[config.mk]
export PLATFORM = sky130hd
export DESIGN_NAME = pwt_timer
export DESIGN_NICKNAME = d
export VERILOG_FILES = /design/src/verilog/pwt_timer.v
export VERILOG_INCLUDE_DIRS = /design/src /design/src/verilog
export SDC_FILE = /design/constraint.sdc
export NUM_CORES = 1
export LEC_CHECK = 0
export BUFFER_PORTS_ARGS = -buffer_cell sky130_fd_sc_hd__buf_2
export CORE_MARGIN = 1
export CORE_UTILIZATION = 52
export CTS_CLUSTER_DIAMETER = 40
export DETAILED_ROUTE_END_ITERATION = 8
export PLACE_DENSITY = 0.77
export SLEW_MARGIN = 20
export SYNTH_ARGS = -nofsm -noshare
export SYNTH_HDL_FRONTEND = slang
export SYNTH_SLANG_ARGS = --single-unit
[constraint.sdc]
create_clock -name clk -period 2.5 [get_ports clk]
set_input_delay 0.375 -clock clk [delete_from_list [all_inputs] [get_ports clk]]
set_output_delay 0.375 -clock clk [all_outputs]
set_load 0.005 [all_outputs]
[src/verilog/pwt_defines.vh]
// Register map, field positions and constants of the pulse width timer
`ifndef PWT_DEFINES_VH
`define PWT_DEFINES_VH
`define PWT_ADDR_W 4
`define PWT_OFS_CSR 4'h0
`define PWT_OFS_DATA 4'h4
`define PWT_OFS_DIV 4'h8
`define PWT_OFS_FILT 4'hC
`define PWT_B_RUN 15
`define PWT_B_STOP 14
`define PWT_B_OVF 13
`define PWT_B_END 12
`define PWT_B_OVIE 11
`define PWT_B_EDIE 10
`define PWT_B_ERR 9
`define PWT_B_TOG 8
`define PWT_B_CKS 6
`define PWT_B_SC 3
`define PWT_B_MOD 0
`define PWT_B_RMW 31
`define PWT_B_FEN 0
`define PWT_B_FSW 1
`define PWT_MOD_TMR 3'h0
`define PWT_MOD_TMRP 3'h1
`define PWT_MOD_ALL 3'h2
`define PWT_MOD_DIVP 3'h3
`define PWT_MOD_RR 3'h4
`define PWT_MOD_HI 3'h5
`define PWT_MOD_LO 3'h6
`define PWT_MOD_FF 3'h7
`define PWT_CNT_MAX 16'hFFFF
`define PWT_CNT_ZERO 16'h0000
`define PWT_DIV4 5'h03
`define PWT_DIV16 5'h0F
`define PWT_DIV32 5'h1F
`define PWT_FILT_US0 2
`define PWT_FILT_US1 32
`define PWT_FILT_US2 64
`define PWT_FILT_US3 128
`define PWT_CLK_MHZ 250
`endif

[src/verilog/pwt_timer.v]
// Pulse width count timer with APB register access
//
// Implementation choices: the APB slave port and the address map.
`timescale 1ns/1ps
`include "pwt_defines.vh"
// Functional notes
// - Single-shot timer counts, stops on wrap
// - Reload timer wrap reloads, toggles, continues
// - Reload start copies reload value first
// - New reload value used at next reload
// - Reload timer runs until stop or reset
// - Single-shot data register is the counter
// - Single-shot toggles bit but pin not driven
// - Timer wrap raises overflow request
// - Width mode requests on end and overflow
// - Wait start edge, clear, then count
// - End edge stops; single-shot then halts
// - Continuous end copies to buffer; pulse modes wait, period modes restart
// - Clock select divides by 4, 16, 32
// - Single/continuous bit selects count style
// - Three-bit mode field decodes eight modes
// - Reset selects single-shot timer
// - Start 0/stop 1 starts; 1/0 halts
// - Run bits read equal; RMW reads one
// - Timer mode counts right after start
// - Restart: none single-shot, reload in reload
// - Restart with overflow keeps flag, toggle
// - Width restart aborts count, waits start
// - Restart with end edge keeps flag, buffer
// - Filter enable bit bypasses or applies filter
// - Filter width codes 2, 32, 64, 128 us
// - Divided period input divide 4 to 256
// - Overwritten unread result sets error flag
module pwt_timer #(
	parameter FILT_US0 = `PWT_FILT_US0,
	parameter FILT_US1 = `PWT_FILT_US1,
	parameter FILT_US2 = `PWT_FILT_US2,
	parameter FILT_US3 = `PWT_FILT_US3
)(
	input wire clk,
	input wire rstn,
	input wire psel,
	input wire penable,
	input wire pwrite,
	input wire [31:0] paddr,
	input wire [31:0] pwdata,
	output reg [31:0] prdata,
	output reg pready,
	output reg pslverr,
	input wire pulse_measure_input_pin,
	output reg toggle_output_pin,
	output reg ovf_req,
	output reg end_req
);
	// Filter windows in cycles, min time rounds up
	localparam integer FC0 = (FILT_US0 * `PWT_CLK_MHZ);
	localparam integer FC1 = (FILT_US1 * `PWT_CLK_MHZ);
	localparam integer FC2 = (FILT_US2 * `PWT_CLK_MHZ);
	localparam integer FC3 = (FILT_US3 * `PWT_CLK_MHZ);
	localparam ST_IDLE = 3'b001;
	localparam ST_WAIT = 3'b010;
	localparam ST_CNT = 3'b100;

	reg [2:0] st_r;
	reg [15:0] cnt_r;
	reg [15:0] data_r;
	reg [2:0] mode_r;
	reg sc_r;
	reg [1:0] cks_r;
	reg tog_r;
	reg ovf_r;
	reg end_r;
	reg ovie_r;
	reg edie_r;
	reg err_r;
	reg unread_r;
	reg [1:0] input_divide_ratio_r;
	reg fen_r;
	reg [1:0] fsw_r;
	reg [4:0] pre_r;
	reg [2:0] sync_r;
	reg filt_r;
	reg [15:0] fcnt_r;
	reg prev_r;
	reg [7:0] ediv_r;

	function is_width;
		input [2:0] m;
		begin
			is_width = (m != `PWT_MOD_TMR) && (m != `PWT_MOD_TMRP);
		end
	endfunction

	wire tmr_mode = !is_width(mode_r);
	wire running = (st_r != ST_IDLE);
	wire wr = psel && penable && pwrite && pready;
	wire rd = psel && penable && !pwrite && pready;
	wire [3:0] adr = paddr[`PWT_ADDR_W-1:0];
	wire wr_csr = wr && (adr == `PWT_OFS_CSR);
	wire wr_data = wr && (adr == `PWT_OFS_DATA);
	wire rd_data = rd && (adr == `PWT_OFS_DATA);
	wire start_cmd = wr_csr && !pwdata[`PWT_B_RUN]
		&& pwdata[`PWT_B_STOP];
	wire stop_cmd = wr_csr && pwdata[`PWT_B_RUN]
		&& !pwdata[`PWT_B_STOP];

	// Count clock enable from prescaler
	reg [4:0] pre_lim;
	always @*
	begin
		case (cks_r)
			2'b01: pre_lim = `PWT_DIV16;
			2'b10: pre_lim = `PWT_DIV32;
			default: pre_lim = `PWT_DIV4;
		endcase
	end
	wire cen = (pre_r >= pre_lim);

	// Filter window select
	reg [15:0] flim;
	always @*
	begin
		case (fsw_r)
			2'b01: flim = FC1[15:0];
			2'b10: flim = FC2[15:0];
			2'b11: flim = FC3[15:0];
			default: flim = FC0[15:0];
		endcase
	end
	wire in_sync = sync_r[2];
	wire agree = (sync_r[1] == sync_r[2]);
	wire sig = fen_r ? filt_r : in_sync;
	wire rise = sig && !prev_r;
	wire fall = !sig && prev_r;
	reg [7:0] dmask;
	always @*
	begin
		case (input_divide_ratio_r)
			2'b01: dmask = 8'h0F;
			2'b10: dmask = 8'h3F;
			2'b11: dmask = 8'hFF;
			default: dmask = 8'h03;
		endcase
	end
	// Divided input completes one period on wrap
	wire dwrap = fall && ((ediv_r & dmask) == (dmask & 8'hFF));

	reg start_edge;
	reg end_edge;
	always @*
	begin
		case (mode_r)
			`PWT_MOD_ALL:
			begin
				start_edge = rise || fall;
				end_edge = rise || fall;
			end
			`PWT_MOD_DIVP:
			begin
				start_edge = fall;
				end_edge = dwrap;
			end
			`PWT_MOD_RR:
			begin
				start_edge = rise;
				end_edge = rise;
			end
			`PWT_MOD_HI:
			begin
				start_edge = rise;
				end_edge = fall;
			end
			`PWT_MOD_LO:
			begin
				start_edge = fall;
				end_edge = rise;
			end
			`PWT_MOD_FF:
			begin
				start_edge = fall;
				end_edge = fall;
			end
			default:
			begin
				start_edge = 1'b0;
				end_edge = 1'b0;
			end
		endcase
	end
	wire period_mode = (mode_r == `PWT_MOD_ALL) || (mode_r == `PWT_MOD_DIVP)
		|| (mode_r == `PWT_MOD_RR) || (mode_r == `PWT_MOD_FF);
	wire wrap = cen && (cnt_r == `PWT_CNT_MAX);
	wire tmr_ovf = running && tmr_mode && wrap;
	wire pw_ovf = (st_r == ST_CNT) && !tmr_mode && wrap;
	wire pw_end = (st_r == ST_CNT) && !tmr_mode && end_edge;

	always @(posedge clk or negedge rstn)
	begin
		if (!rstn)
		begin
			sync_r <= 3'b000;
			filt_r <= 1'b0;
			fcnt_r <= 16'h0000;
			prev_r <= 1'b0;
			ediv_r <= 8'h00;
		end
		else
		begin
			sync_r <= {sync_r[1:0], pulse_measure_input_pin};
			if (!agree || in_sync == filt_r)
				fcnt_r <= 16'h0000;
			else if (fcnt_r >= flim)
			begin
				filt_r <= in_sync;
				fcnt_r <= 16'h0000;
			end
			else
				fcnt_r <= fcnt_r + 16'h0001;
			prev_r <= sig;
			if (!running || st_r == ST_WAIT)
				ediv_r <= 8'h00;
			else if (fall)
				ediv_r <= ediv_r + 8'h01;
		end
	end

	always @(posedge clk or negedge rstn)
	begin
		if (!rstn)
		begin
			st_r <= ST_IDLE;
			cnt_r <= `PWT_CNT_ZERO;
			data_r <= `PWT_CNT_ZERO;
			mode_r <= `PWT_MOD_TMR;
			sc_r <= 1'b0;
			cks_r <= 2'b00;
			tog_r <= 1'b0;
			ovf_r <= 1'b0;
			end_r <= 1'b0;
			ovie_r <= 1'b0;
			edie_r <= 1'b0;
			err_r <= 1'b0;
			unread_r <= 1'b0;
			input_divide_ratio_r <= 2'b00;
			fen_r <= 1'b0;
			fsw_r <= 2'b00;
			pre_r <= 5'h00;
			toggle_output_pin <= 1'b0;
			ovf_req <= 1'b0;
			end_req <= 1'b0;
		end
		else
		begin
			// Prescaler kept free in continuous period modes
			if (!running || cen)
				pre_r <= 5'h00;
			else
				pre_r <= pre_r + 5'h01;
			if (pw_end && !(sc_r && period_mode))
				pre_r <= 5'h00;
			// Register writes; CSR setup and divide ratio only while stopped, filter any time
			if (wr_csr && !running)
			begin
				mode_r <= pwdata[`PWT_B_MOD+2:`PWT_B_MOD];
				sc_r <= pwdata[`PWT_B_SC];
				cks_r <= pwdata[`PWT_B_CKS+1:`PWT_B_CKS];
				tog_r <= pwdata[`PWT_B_TOG];
			end
			if (wr_csr)
			begin
				ovie_r <= pwdata[`PWT_B_OVIE];
				edie_r <= pwdata[`PWT_B_EDIE];
				if (!pwdata[`PWT_B_OVF])
					ovf_r <= 1'b0;
				if (!pwdata[`PWT_B_END])
					end_r <= 1'b0;
			end
			if (wr && adr == `PWT_OFS_DIV && !running)
				input_divide_ratio_r <= pwdata[1:0];
			if (wr && adr == `PWT_OFS_FILT)
			begin
				fen_r <= pwdata[`PWT_B_FEN];
				fsw_r <= pwdata[`PWT_B_FSW+1:`PWT_B_FSW];
			end
			if (rd_data)
			begin
				err_r <= 1'b0;
				unread_r <= 1'b0;
			end
			// Single-shot timer: data port is the counter
			if (wr_data && tmr_mode && !sc_r && !running)
				cnt_r <= pwdata[15:0];
			if (wr_data && tmr_mode && sc_r)
				data_r <= pwdata[15:0];
			case (st_r)
				ST_IDLE:
				begin
					if (start_cmd && tmr_mode)
					begin
						st_r <= ST_CNT;
						if (sc_r)
							cnt_r <= data_r;
					end
					else if (start_cmd)
						st_r <= ST_WAIT;
				end
				ST_WAIT:
				begin
					if (stop_cmd)
						st_r <= ST_IDLE;
					else if (start_edge)
					begin
						cnt_r <= `PWT_CNT_ZERO;
						st_r <= ST_CNT;
					end
				end
				ST_CNT:
				begin
					if (tmr_mode)
					begin
						if (cen)
							cnt_r <= cnt_r + 16'h0001;
						if (tmr_ovf)
							tog_r <= !tog_r;
						if (sc_r && (tmr_ovf || start_cmd))
							cnt_r <= data_r;
						if (stop_cmd || (tmr_ovf && !sc_r))
							st_r <= ST_IDLE;
					end
					else
					begin
						if (cen && !pw_end)
							cnt_r <= cnt_r + 16'h0001;
						if (pw_end && sc_r)
						begin
							data_r <= cnt_r;
							unread_r <= 1'b1;
							if (unread_r && !rd_data)
								err_r <= 1'b1;
						end
						if (stop_cmd)
							st_r <= ST_IDLE;
						else if (start_cmd)
							st_r <= ST_WAIT;
						else if (pw_end && !sc_r)
							st_r <= ST_IDLE;
						else if (pw_end && period_mode)
							cnt_r <= `PWT_CNT_ZERO;
						else if (pw_end)
							st_r <= ST_WAIT;
					end
				end
				default: st_r <= ST_IDLE;
			endcase
			// Flags: hardware set wins over software clear
			if (tmr_ovf || pw_ovf)
				ovf_r <= 1'b1;
			if (pw_end)
				end_r <= 1'b1;
			ovf_req <= ovie_r && (ovf_r || tmr_ovf || pw_ovf);
			end_req <= edie_r && (end_r || pw_end);
			toggle_output_pin <= tog_r && sc_r
				&& (mode_r == `PWT_MOD_TMRP);
		end
	end

	// APB answers in one wait state
	wire [15:0] csr_rd = {pwdata[`PWT_B_RMW] ? 2'b11 : {running, running},
		ovf_r, end_r, ovie_r, edie_r, err_r, tog_r, cks_r, 2'b00, sc_r,
		mode_r};
	wire [15:0] data_rd = (!sc_r || tmr_mode) ? (sc_r ? data_r : cnt_r)
		: data_r;
	always @(posedge clk or negedge rstn)
	begin
		if (!rstn)
		begin
			pready <= 1'b0;
			prdata <= 32'h00000000;
			pslverr <= 1'b0;
		end
		else
		begin
			pready <= psel && penable && !pready;
			pslverr <= 1'b0;
			prdata <= 32'h00000000;
			if (psel && penable && !pready)
			begin
				case (adr)
					`PWT_OFS_CSR: prdata <= {16'h0000, csr_rd[15:0]};
					`PWT_OFS_DATA: prdata <= {16'h0000, data_rd};
					`PWT_OFS_DIV: prdata <= {30'h00000000, input_divide_ratio_r};
					`PWT_OFS_FILT: prdata <= {29'h00000000, fsw_r, fen_r};
					default: pslverr <= 1'b1;
				endcase
				if (paddr[31:`PWT_ADDR_W] != 28'h0000000)
					pslverr <= 1'b1;
			end
		end
	end
endmodule
==> results of run 1 <==
registers in the layout, summed over array words and instances, names as in the netlist, 2 cells and up:
register	flops
prdata	16
mode_r	3
cnt_r	16
input_divide_ratio_r	2
cks_r	2
ediv_r	8
sync_r	3
fsw_r	2
fcnt_r	16
pre_r	5
data_r	16
st_r	3
cell type report:
class | count | share of cell area
Sequential cell | 108 | 0.304
Clock inverter | 7 | 0.00732
Multi-Input combinational cell | 632 | 0.487
Tap cell | 176 | 0.0248
Clock buffer | 9 | 0.0253
Inverter | 18 | 0.00760
Timing Repair Buffer | 173 | 0.144
metal layers:
| metal | part of all wire | vias to the layer above | track usage |
|---|---|---|---|
| li1 | - | 3110 | - |
| met1 | 0.41 | 3202 | 0.382 |
| met2 | 0.47 | 313 | 0.490 |
| met3 | 0.080 | 71 | 0.0618 |
| met4 | 0.039 | 0 | 0.126 |
| met5 | 0 | - | 0 |
logic make-up after synthesis:
family,count (synthesis),share of synthesized area
XOR/XNOR,34,0.0419
AND/OR/NAND/NOR,305,0.208
flip-flops,108,0.381
adder cells (fa/ha/maj),27,0.0476
AO/OA/AOI/OAI,180,0.164
multiplexers,70,0.103
buffers and inverters,76,0.0544
other,1,0.000528
worst max-delay path, delay by kind of cell, from the launching register on:
family,cells,cell delay [ps]
compound gates,4,750
fa+ha+maj,1,160
buf+inv,1,80
flops,1,390
mux,3,860
simple gates,1,210
power by group through the flow:
stage | clock network [mW] | registers, mW | logic [mW]
2_1_floorplan | 0 | 2.04 | 1.19
3_3_place_gp | 0 | 2.08 | 1.80
3_5_place_dp | 0 | 2.09 | 1.83
4_1_cts | 1.46 | 2.07 | 1.96
5_1_grt | 1.54 | 2.10 | 2.27
6_report | 1.45 | 2.08 | 2.09
what timing repair did:
action | 4_1_cts | 5_1_grt
gates resized for setup | 24 | 46
setup buffers | 10 | 3
setup endpoints to repair | 21 | 56
pin swaps | 11 | 23
cloned | 1 | 1
Yosys cell counts, types with 4 or more instances:
cell type  instances
nor2_1           118
dfrtp_1          107
nand2_1           67
a21oi_1           53
mux2i_1           44
o21ai_0           34
nand3_1           30
ha_1              27
mux2_2            21
buf_4             20
clkbuf_1          19
inv_1             18
xnor2_1           17
xor2_1            17
buf_2             15
a22oi_1           13
nand4_1           12
a211oi_1          11
nor3_1            11
nor4_1            11
nand2b_1          10
o221ai_1           8
or3_1              8
a21o_1             7
a211o_1            6
and3_1             6
o21ai_1            6
o22a_1             6
mux2_1             5
nor2b_1            5
a31oi_1            4
worst max path at each step:
stage                     start       end  slack (ps)  depth (start not counted)
after floorplan           fen_r  cnt_r[2]          30                         12
after detailed placement  fen_r  cnt_r[9]        -160                         11
final                     fen_r   st_r[2]         -80                         10
after global placement    fen_r  cnt_r[9]        -130                         11
after CTS                 fen_r   st_r[2]         -60                         10
after global routing      fen_r   st_r[2]        -150                         10
stage by stage:
stage               utilization  area (um2)
finish                    0.669        8890
global route              0.669        8890
CTS                       0.652        8660
detailed placement        0.613        8150
global placement          0.613        8150
floorplan                     -        7170
==> metrics.md, run 1 <==
| Metric | Value |
|---|---|
| Status | finished, violations left |
| Failing checks | setup timing |
| Fin worst setup slack | -78.4 ps |
| H-tree levels | 3 |
| Critical Path AT | 2840 ps |
| P&R area growth vs syn | 25.1% |
| Sequential area share after synthesis | 0.381 |
| Switching fraction of total power | 0.372 |
| Worst path cell trace | mux2i_2 -> inv_2 -> ha_4 -> mux2_4 -> a22o_1 -> a21oi_4 -> nand2b_4 -> o22ai_4 -> a211oi_4 -> mux2_4 |
| Max-slew headroom | 0.560 |
| Startpoint types | flip-flop |
| Worst r2r src | fen_r |
| Ys async rst share | 1.00 |
| Synth Register Bits | 108 |
| Register Area | 0.00270 mm2 |
| GRT Util Overall | 0.298 |
| Setup_tns | -158 ps |
| CTS Buf Count | 9 |
| Leak | 3.94 nW |
| Yosys top cell area share | 0.377 |
| Yosys warns | 0 |
| Worst path most repeated cell | mux2_4 |
| Layout cells sized above 1 | 0.279 |
| Slowest stage delay, CP | 390 ps |
| Clk pwr share | 0.258 |
| Sinks on Clock Net | 108 |
| Syn avg cell area | 8.87 um2 |
| Final min period | 2580 ps |
| Initial antenna violation count | 0 |
| Largest net degree at the start of global routing | 49 |
| Chip height | 119 um |
| Worst Clk Skew | 9.67 ps |
| DP Cell Count | 1093 |
| Global-route wire length before repair | 33.1 mm |
| Die Wd | 119 um |
| MaxCap Viol Count | 0 |
| Top Ports | 107 |
| RSZ-0062 raised after global routing | true |
| Top cells by area, synth | dfrtp_1 (38%), nor2_1 (6.2%), mux2i_1 (6.2%) |
| DRT iter0 DRCs | 623 |
| Setup Viol. Count Final | 4 |
| Vias per cell | 5.96 |
| CP required | 2760 ps |
| Post-route total power | 5.61 mW |
| N_diodes | 0 |
| Worst hold margin | 34.1 ps |
| Worst slew pin tran | 660 ps |
| CP Capture Type | flip-flop |
| Tightest Hold Check Type | in2async |
| Switching power total | 2.09 mW |
| Nets | 1039 |
| Slew Limit Fails | 0 |
| Routed wire length | 20.6 mm |
| Number of global-route vias before repair | 6521 |
| Synth area leader | dfrtp_1 |
| IO buf count | 75 |
| Die area | 0.0141 mm2 |
| Worst vdd ir | 0.000388 V |
| Post-synth top flop | dfrtp_1 |
| Cells after Synth | 801 |
| Period utilization | 1.03 |
| Critical path type | reg2reg |
| Mapped cell area | 0.00710 mm2 |
| Post-synthesis cell type count | 74 |
| P per Cell Area | 631 mW/mm2 |
| Overflow after GRT | 0 |
| # hold bufs at CTS | 0 |
| Detail Route Antenna Nets | 0 |
| Final hold viol count | 0 |
| CP Max Fanout | 4 |
| Worst skew pair latency | 370 ps |
| Multi-input logic area | 0.00433 mm2 |
| Clock Path Buffers | 2 |
| Iteration count of the initial detailed-routing pass | 5 |
| Max Freq | 388 MHz |
| Seq pwr share | 0.370 |
| CP max stage cell | dfrtp_1 |
| Final GP Congestion | 0.921 |
| # DRC | 0 |
| Via count | 6696 |
| Capture point of the worst reg-to-reg path | st_r[2] |
| WL/cell | 18.3 um |
| Combinational Power Share | 0.372 |
| Non-Filler Instances | 1123 |
| CTS tree | done |
| Number of synthesized flops with an enable pin | 0 |
| R2R Setup Slk | -80 ps |
| Initial Utilization | 0.534 |
| Core Region | 0.0133 mm2 |
| # fillers | 1048 |
| Most common cell after layout, fill and taps aside | nor2_1 |
| Hpwl dp | 14.2 mm |
| Internal power | 3.52 mW |
| Std cell rows | 42 |
| FF-to-FF path depth | 10 |
| Setup slack at placement | -157 ps |
| CTS root buffer | clkbuf_16 |
| Commonest cells after routing, fill and taps aside | nor2_1 (117), dfrtp_1 (107), buf_4 (77) |
| Reg clk slew, reported paths | 80 ps |
(Power assumes the default switching activity.)
==> inputs of run 2 (changes only) <==
SETUP_SLACK_MARGIN = 0.15   (was default)
==> metrics.md, run 2 (same netlist as run 1, synthesis figures left out) <==
| Metric | Value |
|---|---|
| Status | finished, violations left |
| Failing checks | setup timing |
| Worst path most repeated cell | buf_4 |
| CP Max Fanout | 4 (unchanged) |
| Seq pwr share | 0.364 (-0.006) |
| MaxCap Viol Count | 0 (unchanged) |
| CTS Buf Count | 9 (unchanged) |
| Clock Path Buffers | 2 (unchanged) |
| Chip height | 119 um (unchanged) |
| Largest net degree at the start of global routing | 49 (unchanged) |
| CTS root buffer | clkbuf_16 |
| Std cell rows | 42 (unchanged) |
| CP required | 2740 ps (-20 ps) |
| Final GP Congestion | 0.941 (+2.1%) |
| Sinks on Clock Net | 108 (unchanged) |
| Startpoint types | flip-flop |
| Worst slew pin tran | 832 ps (+173 ps) |
| Final min period | 2630 ps (+55.5 ps) |
| Worst skew pair latency | 370 ps (about the same) |
| Switching power total | 2.20 mW (+5.2%) |
| Max-slew headroom | 0.444 (-0.117) |
| CTS tree | done |
| P&R area growth vs syn | 33.3% |
| Max Freq | 380 MHz (-2.1%) |
| Via count | 6962 (+4.0%) |
| Detail Route Antenna Nets | 0 (unchanged) |
| DRT iter0 DRCs | 580 (-6.9%) |
| Most common cell after layout, fill and taps aside | dfrtp_1 |
| Critical path type | reg2reg |
| CP Capture Type | flip-flop |
| Hpwl dp | 13.9 mm (-1.5%) |
| Switching fraction of total power | 0.382 (+0.0100) |
| Vias per cell | 6.13 (+2.9%) |
| Top Family by Delay on Critical Path | compound AO/OA/AOI/OAI gates |
| Core Region | 0.0133 mm2 (unchanged) |
| P per Cell Area | 607 mW/mm2 (-3.8%) |
| Global-route wire length before repair | 33.2 mm (+0.27%) |
| Tightest Hold Check Type | in2async |
| Setup Viol. Count Final | 19 (+15) |
| Post-route total power | 5.74 mW (+2.4%) |
| Slew Limit Fails | 0 (unchanged) |
| Setup slack at placement | -114 ps (+43.3 ps) |
| Number of global-route vias before repair | 6695 (+2.7%) |
| WL/cell | 19.5 um (+6.4%) |
| Internal power | 3.55 mW (+0.79%) |
| N_diodes | 0 (unchanged) |
| Commonest cells after routing, fill and taps aside | dfrtp_1 (105), nor2_1 (93), buf_2 (75), buf_4 (75), nand2_1 (63) |
| Top Ports | 107 (unchanged) |
| Die area | 0.0141 mm2 (unchanged) |
| H-tree levels | 3 (unchanged) |
| RSZ-0062 raised after global routing | true |
| Leak | 4.07 nW (+3.1%) |
| Die Wd | 119 um (unchanged) |
| Initial Utilization | 0.534 (unchanged) |
| GRT Util Overall | 0.302 (+0.00359) |
| Final hold viol count | 0 (unchanged) |
| Setup_tns | -739 ps (-581 ps) |
| # fillers | 939 (-10%) |
| CP max stage cell | o311ai_1 |
| Worst Clk Skew | 12.7 ps (+3.00 ps) |
| Clk pwr share | 0.249 (-0.009) |
| Initial antenna violation count | 0 (unchanged) |
| Nets | 1051 (+1.2%) |
| Layout cells sized above 1 | 0.351 (+0.0726) |
| Period utilization | 1.05 (+0.0222) |
| Worst vdd ir | 0.000519 V (+34%) |
| R2R Setup Slk | -130 ps (-60 ps) |
| Slowest stage delay, CP | 380 ps (about the same) |
| Iteration count of the initial detailed-routing pass | 6 (+1) |
| Fin worst setup slack | -134 ps (-55.5 ps) |
| Combinational Power Share | 0.387 (+0.015) |
| Reg clk slew, reported paths | 80 ps (about the same) |
| IO buf count | 75 (unchanged) |
| Routed wire length | 22.2 mm (+7.6%) |
| Critical Path AT | 2880 ps (+40 ps) |
| CP bufs+invs | 3 (+2) |
| Overflow after GRT | 0 (unchanged) |
| # DRC | 0 (unchanged) |
| Worst path cell trace | mux2i_1 -> inv_1 -> ha_4 -> nor3_4 -> a22o_1 -> a21oi_4 -> buf_4 -> buf_4 -> o311ai_1 -> o21ai_0 -> mux2_1 |
[run 2: layer usage]
| metal | track usage | share of wire | routed length, um | up-vias |
|---|---|---|---|---|
| li1 | - | - | - | 3143 |
| met1 | 0.378 | 0.39 | 8630 | 3336 |
| met2 | 0.492 | 0.48 | 10700 | 379 |
| met3 | 0.0680 | 0.081 | 1800 | 104 |
| met4 | 0.151 | 0.048 | 1060 | 0 |
| met5 | 0 | 0 | 0 | - |
[run 2: cell type report]
class                           instances  area [um2]  area share
Multi-Input combinational cell        632        4690       0.495
Sequential cell                       108        2710       0.286
Timing Repair Buffer                  185        1500       0.158
Clock buffer                            9         225      0.0238
Tap cell                              176         220      0.0233
Inverter                               18        67.6     0.00714
Clock inverter                          7        63.8     0.00674
[run 2: metrics by stage]
stage          utilization  instances  hold WS [ps]  cell area (um2)
2_1_floorplan            -        816          79.4             7220
3_3_place_gp         0.614       1085           342             8160
3_5_place_dp         0.614       1085           344             8160
4_1_cts              0.670       1120          46.7             8900
5_1_grt              0.712       1135          64.7             9470
6_report             0.712       1135          30.8             9470
[run 2: timing repair]
item	in CTS	in global routing
gates resized for setup	67	101
pin swaps	24	34
buffers inserted	16	13
gates cloned	3	2
setup endpoints to repair	57	60
hold buffers	0	0
[run 2: worst paths after layout]
kind | from | end | depth (start not counted)
max in group asynchronous | rstn | data_r[2] | 2
min in group clk | pulse_measure_input_pin | sync_r[0] | 1
min | rstn | fcnt_r[9] | 1
min reg2reg | sync_r[0] | sync_r[1] | 0
max reg2reg | fen_r | st_r[1] | 11
max | fen_r | st_r[1] | 11
[run 2: power groups by stage]
stage	logic [mW]	clock network [mW]	registers (mW)
after floorplan	1.22	0	2.04
after detailed placement	1.79	0	2.09
final	2.22	1.43	2.09
after global routing	2.38	1.53	2.11
after CTS	1.90	1.45	2.06
after global placement	1.77	0	2.08
==> inputs of run 3 (changes only) <==
CORE_UTILIZATION = 60   (was 52)
PLACE_DENSITY = 0.83   (was 0.77)
clock period = 3.3 ns   (was 2.5 ns; I/O delays follow)
==> metrics.md, run 3 (same netlist as run 1, synthesis figures left out) <==
| Metric | Value |
|---|---|
| Status | complete, no violations |
| Capture point of the worst reg-to-reg path | cnt_r[14] |
| Clock Path Buffers | 2 (unchanged) |
| # DRC | 0 (unchanged) |
| Critical path type | reg2reg |
| Worst vdd ir | 0.000805 V (+55%) |
| Routed met3 length | 1.70 mm (-5.3%) |
| WL/cell | 19.2 um (-1.7%) |
| Global-route wire length before repair | 31.5 mm (-5.2%) |
| Fin worst setup slack | 356 ps (+490 ps) |
| Top Ports | 107 (unchanged) |
| Critical Path AT | 3190 ps (+310 ps) |
| P&R area growth vs syn | 11.5% |
| Reg clk slew, reported paths | 80 ps (about the same) |
| CTS root buffer | clkbuf_16 |
| RSZ-0062 raised after global routing | false |
| Die area | 0.0123 mm2 (-13%) |
| Routed wire length | 19.5 mm (-12%) |
| CP Capture Type | flip-flop |
| Via count | 6482 (-6.9%) |
| Final min period | 2940 ps (+310 ps) |
| Sinks on Clock Net | 108 (unchanged) |
| Iteration count of the initial detailed-routing pass | 6 (unchanged) |
| Commonest cells after routing, fill and taps aside | nor2_1 (117), dfrtp_1 (107), buf_2 (74) |
| Number of global-route vias before repair | 6372 (-4.8%) |
| CP Max Fanout | 9 (+5) |
| Met2 WL | 9.48 mm (-11%) |
| CTS tree | done |
| Period utilization | 0.892 (-0.161) |
| Worst slew pin tran | 763 ps (-69.0 ps) |
| Post-CTS setup buffer count | 0 (-16) |
| Final hold viol count | 0 (unchanged) |
| Hpwl dp | 13.6 mm (-2.4%) |
| CTS Buf Count | 9 (unchanged) |
| FF-to-FF path depth | 10 (-1) |
| Overflow after GRT | 0 (unchanged) |
| Std cell rows | 39 (-7.1%) |
| H-tree levels | 3 (unchanged) |
| P per Cell Area | 505 mW/mm2 (-17%) |
| Tightest Hold Check Type | in2async |
| Initial antenna violation count | 1 (+1) |
| Worst Clk Skew | 13.1 ps (+0.469 ps) |
| Layout cells sized above 1 | 0.176 (-0.176) |
| Final GP Congestion | 0.947 (+0.66%) |
| DRT iter0 DRCs | 670 (+16%) |
| Setup_tns | 0 ps (+739 ps) |
| Most common cell after layout, fill and taps aside | nor2_1 |
| Max Freq | 340 MHz (-11%) |
| CP required | 3540 ps (+800 ps) |
| Max-slew headroom | 0.491 (+0.0473) |
| N_diodes | 0 (unchanged) |
| Setup Viol. Count Final | 0 (-19) |
| Leak | 3.48 nW (-15%) |
| Chip height | 111 um (-6.8%) |
| Initial Utilization | 0.620 (+0.0852) |
| Worst r2r src | fen_r |
| # hold bufs at CTS | 0 (unchanged) |
| Fin util | 0.691 (-0.0213) |
| Post-route total power | 4.00 mW (-30%) |
| Startpoint types | flip-flop |
| IO buf count | 75 (unchanged) |
| Detail Route Antenna Nets | 0 (unchanged) |
| WL met1 | 7.61 mm (-12%) |
| Largest net degree at the start of global routing | 50 (+2.0%) |
| Worst skew pair latency | 370 ps (about the same) |
| Core Region | 0.0115 mm2 (-14%) |
| DR top layer | met4 |
| Nets | 963 (-8.4%) |
| MaxCap Viol Count | 0 (unchanged) |
| Slew Limit Fails | 0 (unchanged) |
| GRT Util Overall | 0.323 (+0.0214) |
| Setup slack at placement | 197 ps (+311 ps) |
| R2R Setup Slk | 360 ps (+490 ps) |
| Die Wd | 111 um (-6.8%) |
| Vias per cell | 6.39 (+4.2%) |
## run 3: cell count changes in the layout (fill, tap and decap cells not counted), moves of 17 or more
cell	delta
a21oi_2	-21
nor2_4	-18
a21oi_1	+22
buf_6	-17
buf_4	-54
nor2_1	+24
## run 3: timing repair
| action | in CTS | in global routing |
|---|---|---|
| setup endpoints to repair | 3 | 37 |
| gates resized for setup | 1 | 3 |
| pin swaps | 0 | 1 |
## run 3: metrics by stage
step | instance area, um2 | hold slack [ps] | cells
after floorplan | 7160 | 199 | 816
after global placement | 7600 | 337 | 998
after detailed placement | 7600 | 337 | 998
after CTS | 7920 | 165 | 1014
after global routing | 7920 | 186 | 1014
final | 7920 | 133 | 1014
## run 3: cell type report
cell class | instances | area [um2]
multi-input combinational | 632 | 4090
fill | 913 | 3540
sequential | 108 | 2700
timing repair buffer | 97 | 568
clock buffer | 9 | 225
tap | 143 | 179
clock inverter | 7 | 85.1
inverter | 18 | 67.6
## run 3: critical path, stage by stage (launching register included)
cell      delay [ps]
dfrtp_1          390
mux2i_1          310
inv_1            100
ha_1             280
nor3_1           290
a22o_1           220
a21oi_2           70
nand2b_2         300
o21ai_4          380
a211oi_1          80
or3_1            370
## run 3: layer usage
layer  vias to the layer above  track usage
li1                       2952            -
met1                      3133        0.394
met2                       349        0.526
met3                        48       0.0847
met4                         0        0.172
met5                         -            0
## run 3: where the power goes
group          switching, mW  internal, mW  total [mW]
Sequential             0.175          1.44        1.62
Combinational          0.764         0.476        1.24
Clock                  0.542         0.601        1.14
## run 3: worst max path at each step
stage / start / endpoint / slack (ps) / cells past startpoint
after floorplan: fen_r / st_r[1] / 780 / 10
after global placement: fen_r / cnt_r[1] / 310 / 9
after detailed placement: fen_r / cnt_r[1] / 200 / 9
after CTS: fen_r / cnt_r[14] / 220 / 9
after global routing: fen_r / cnt_r[15] / 160 / 10
final: fen_r / cnt_r[14] / 360 / 10
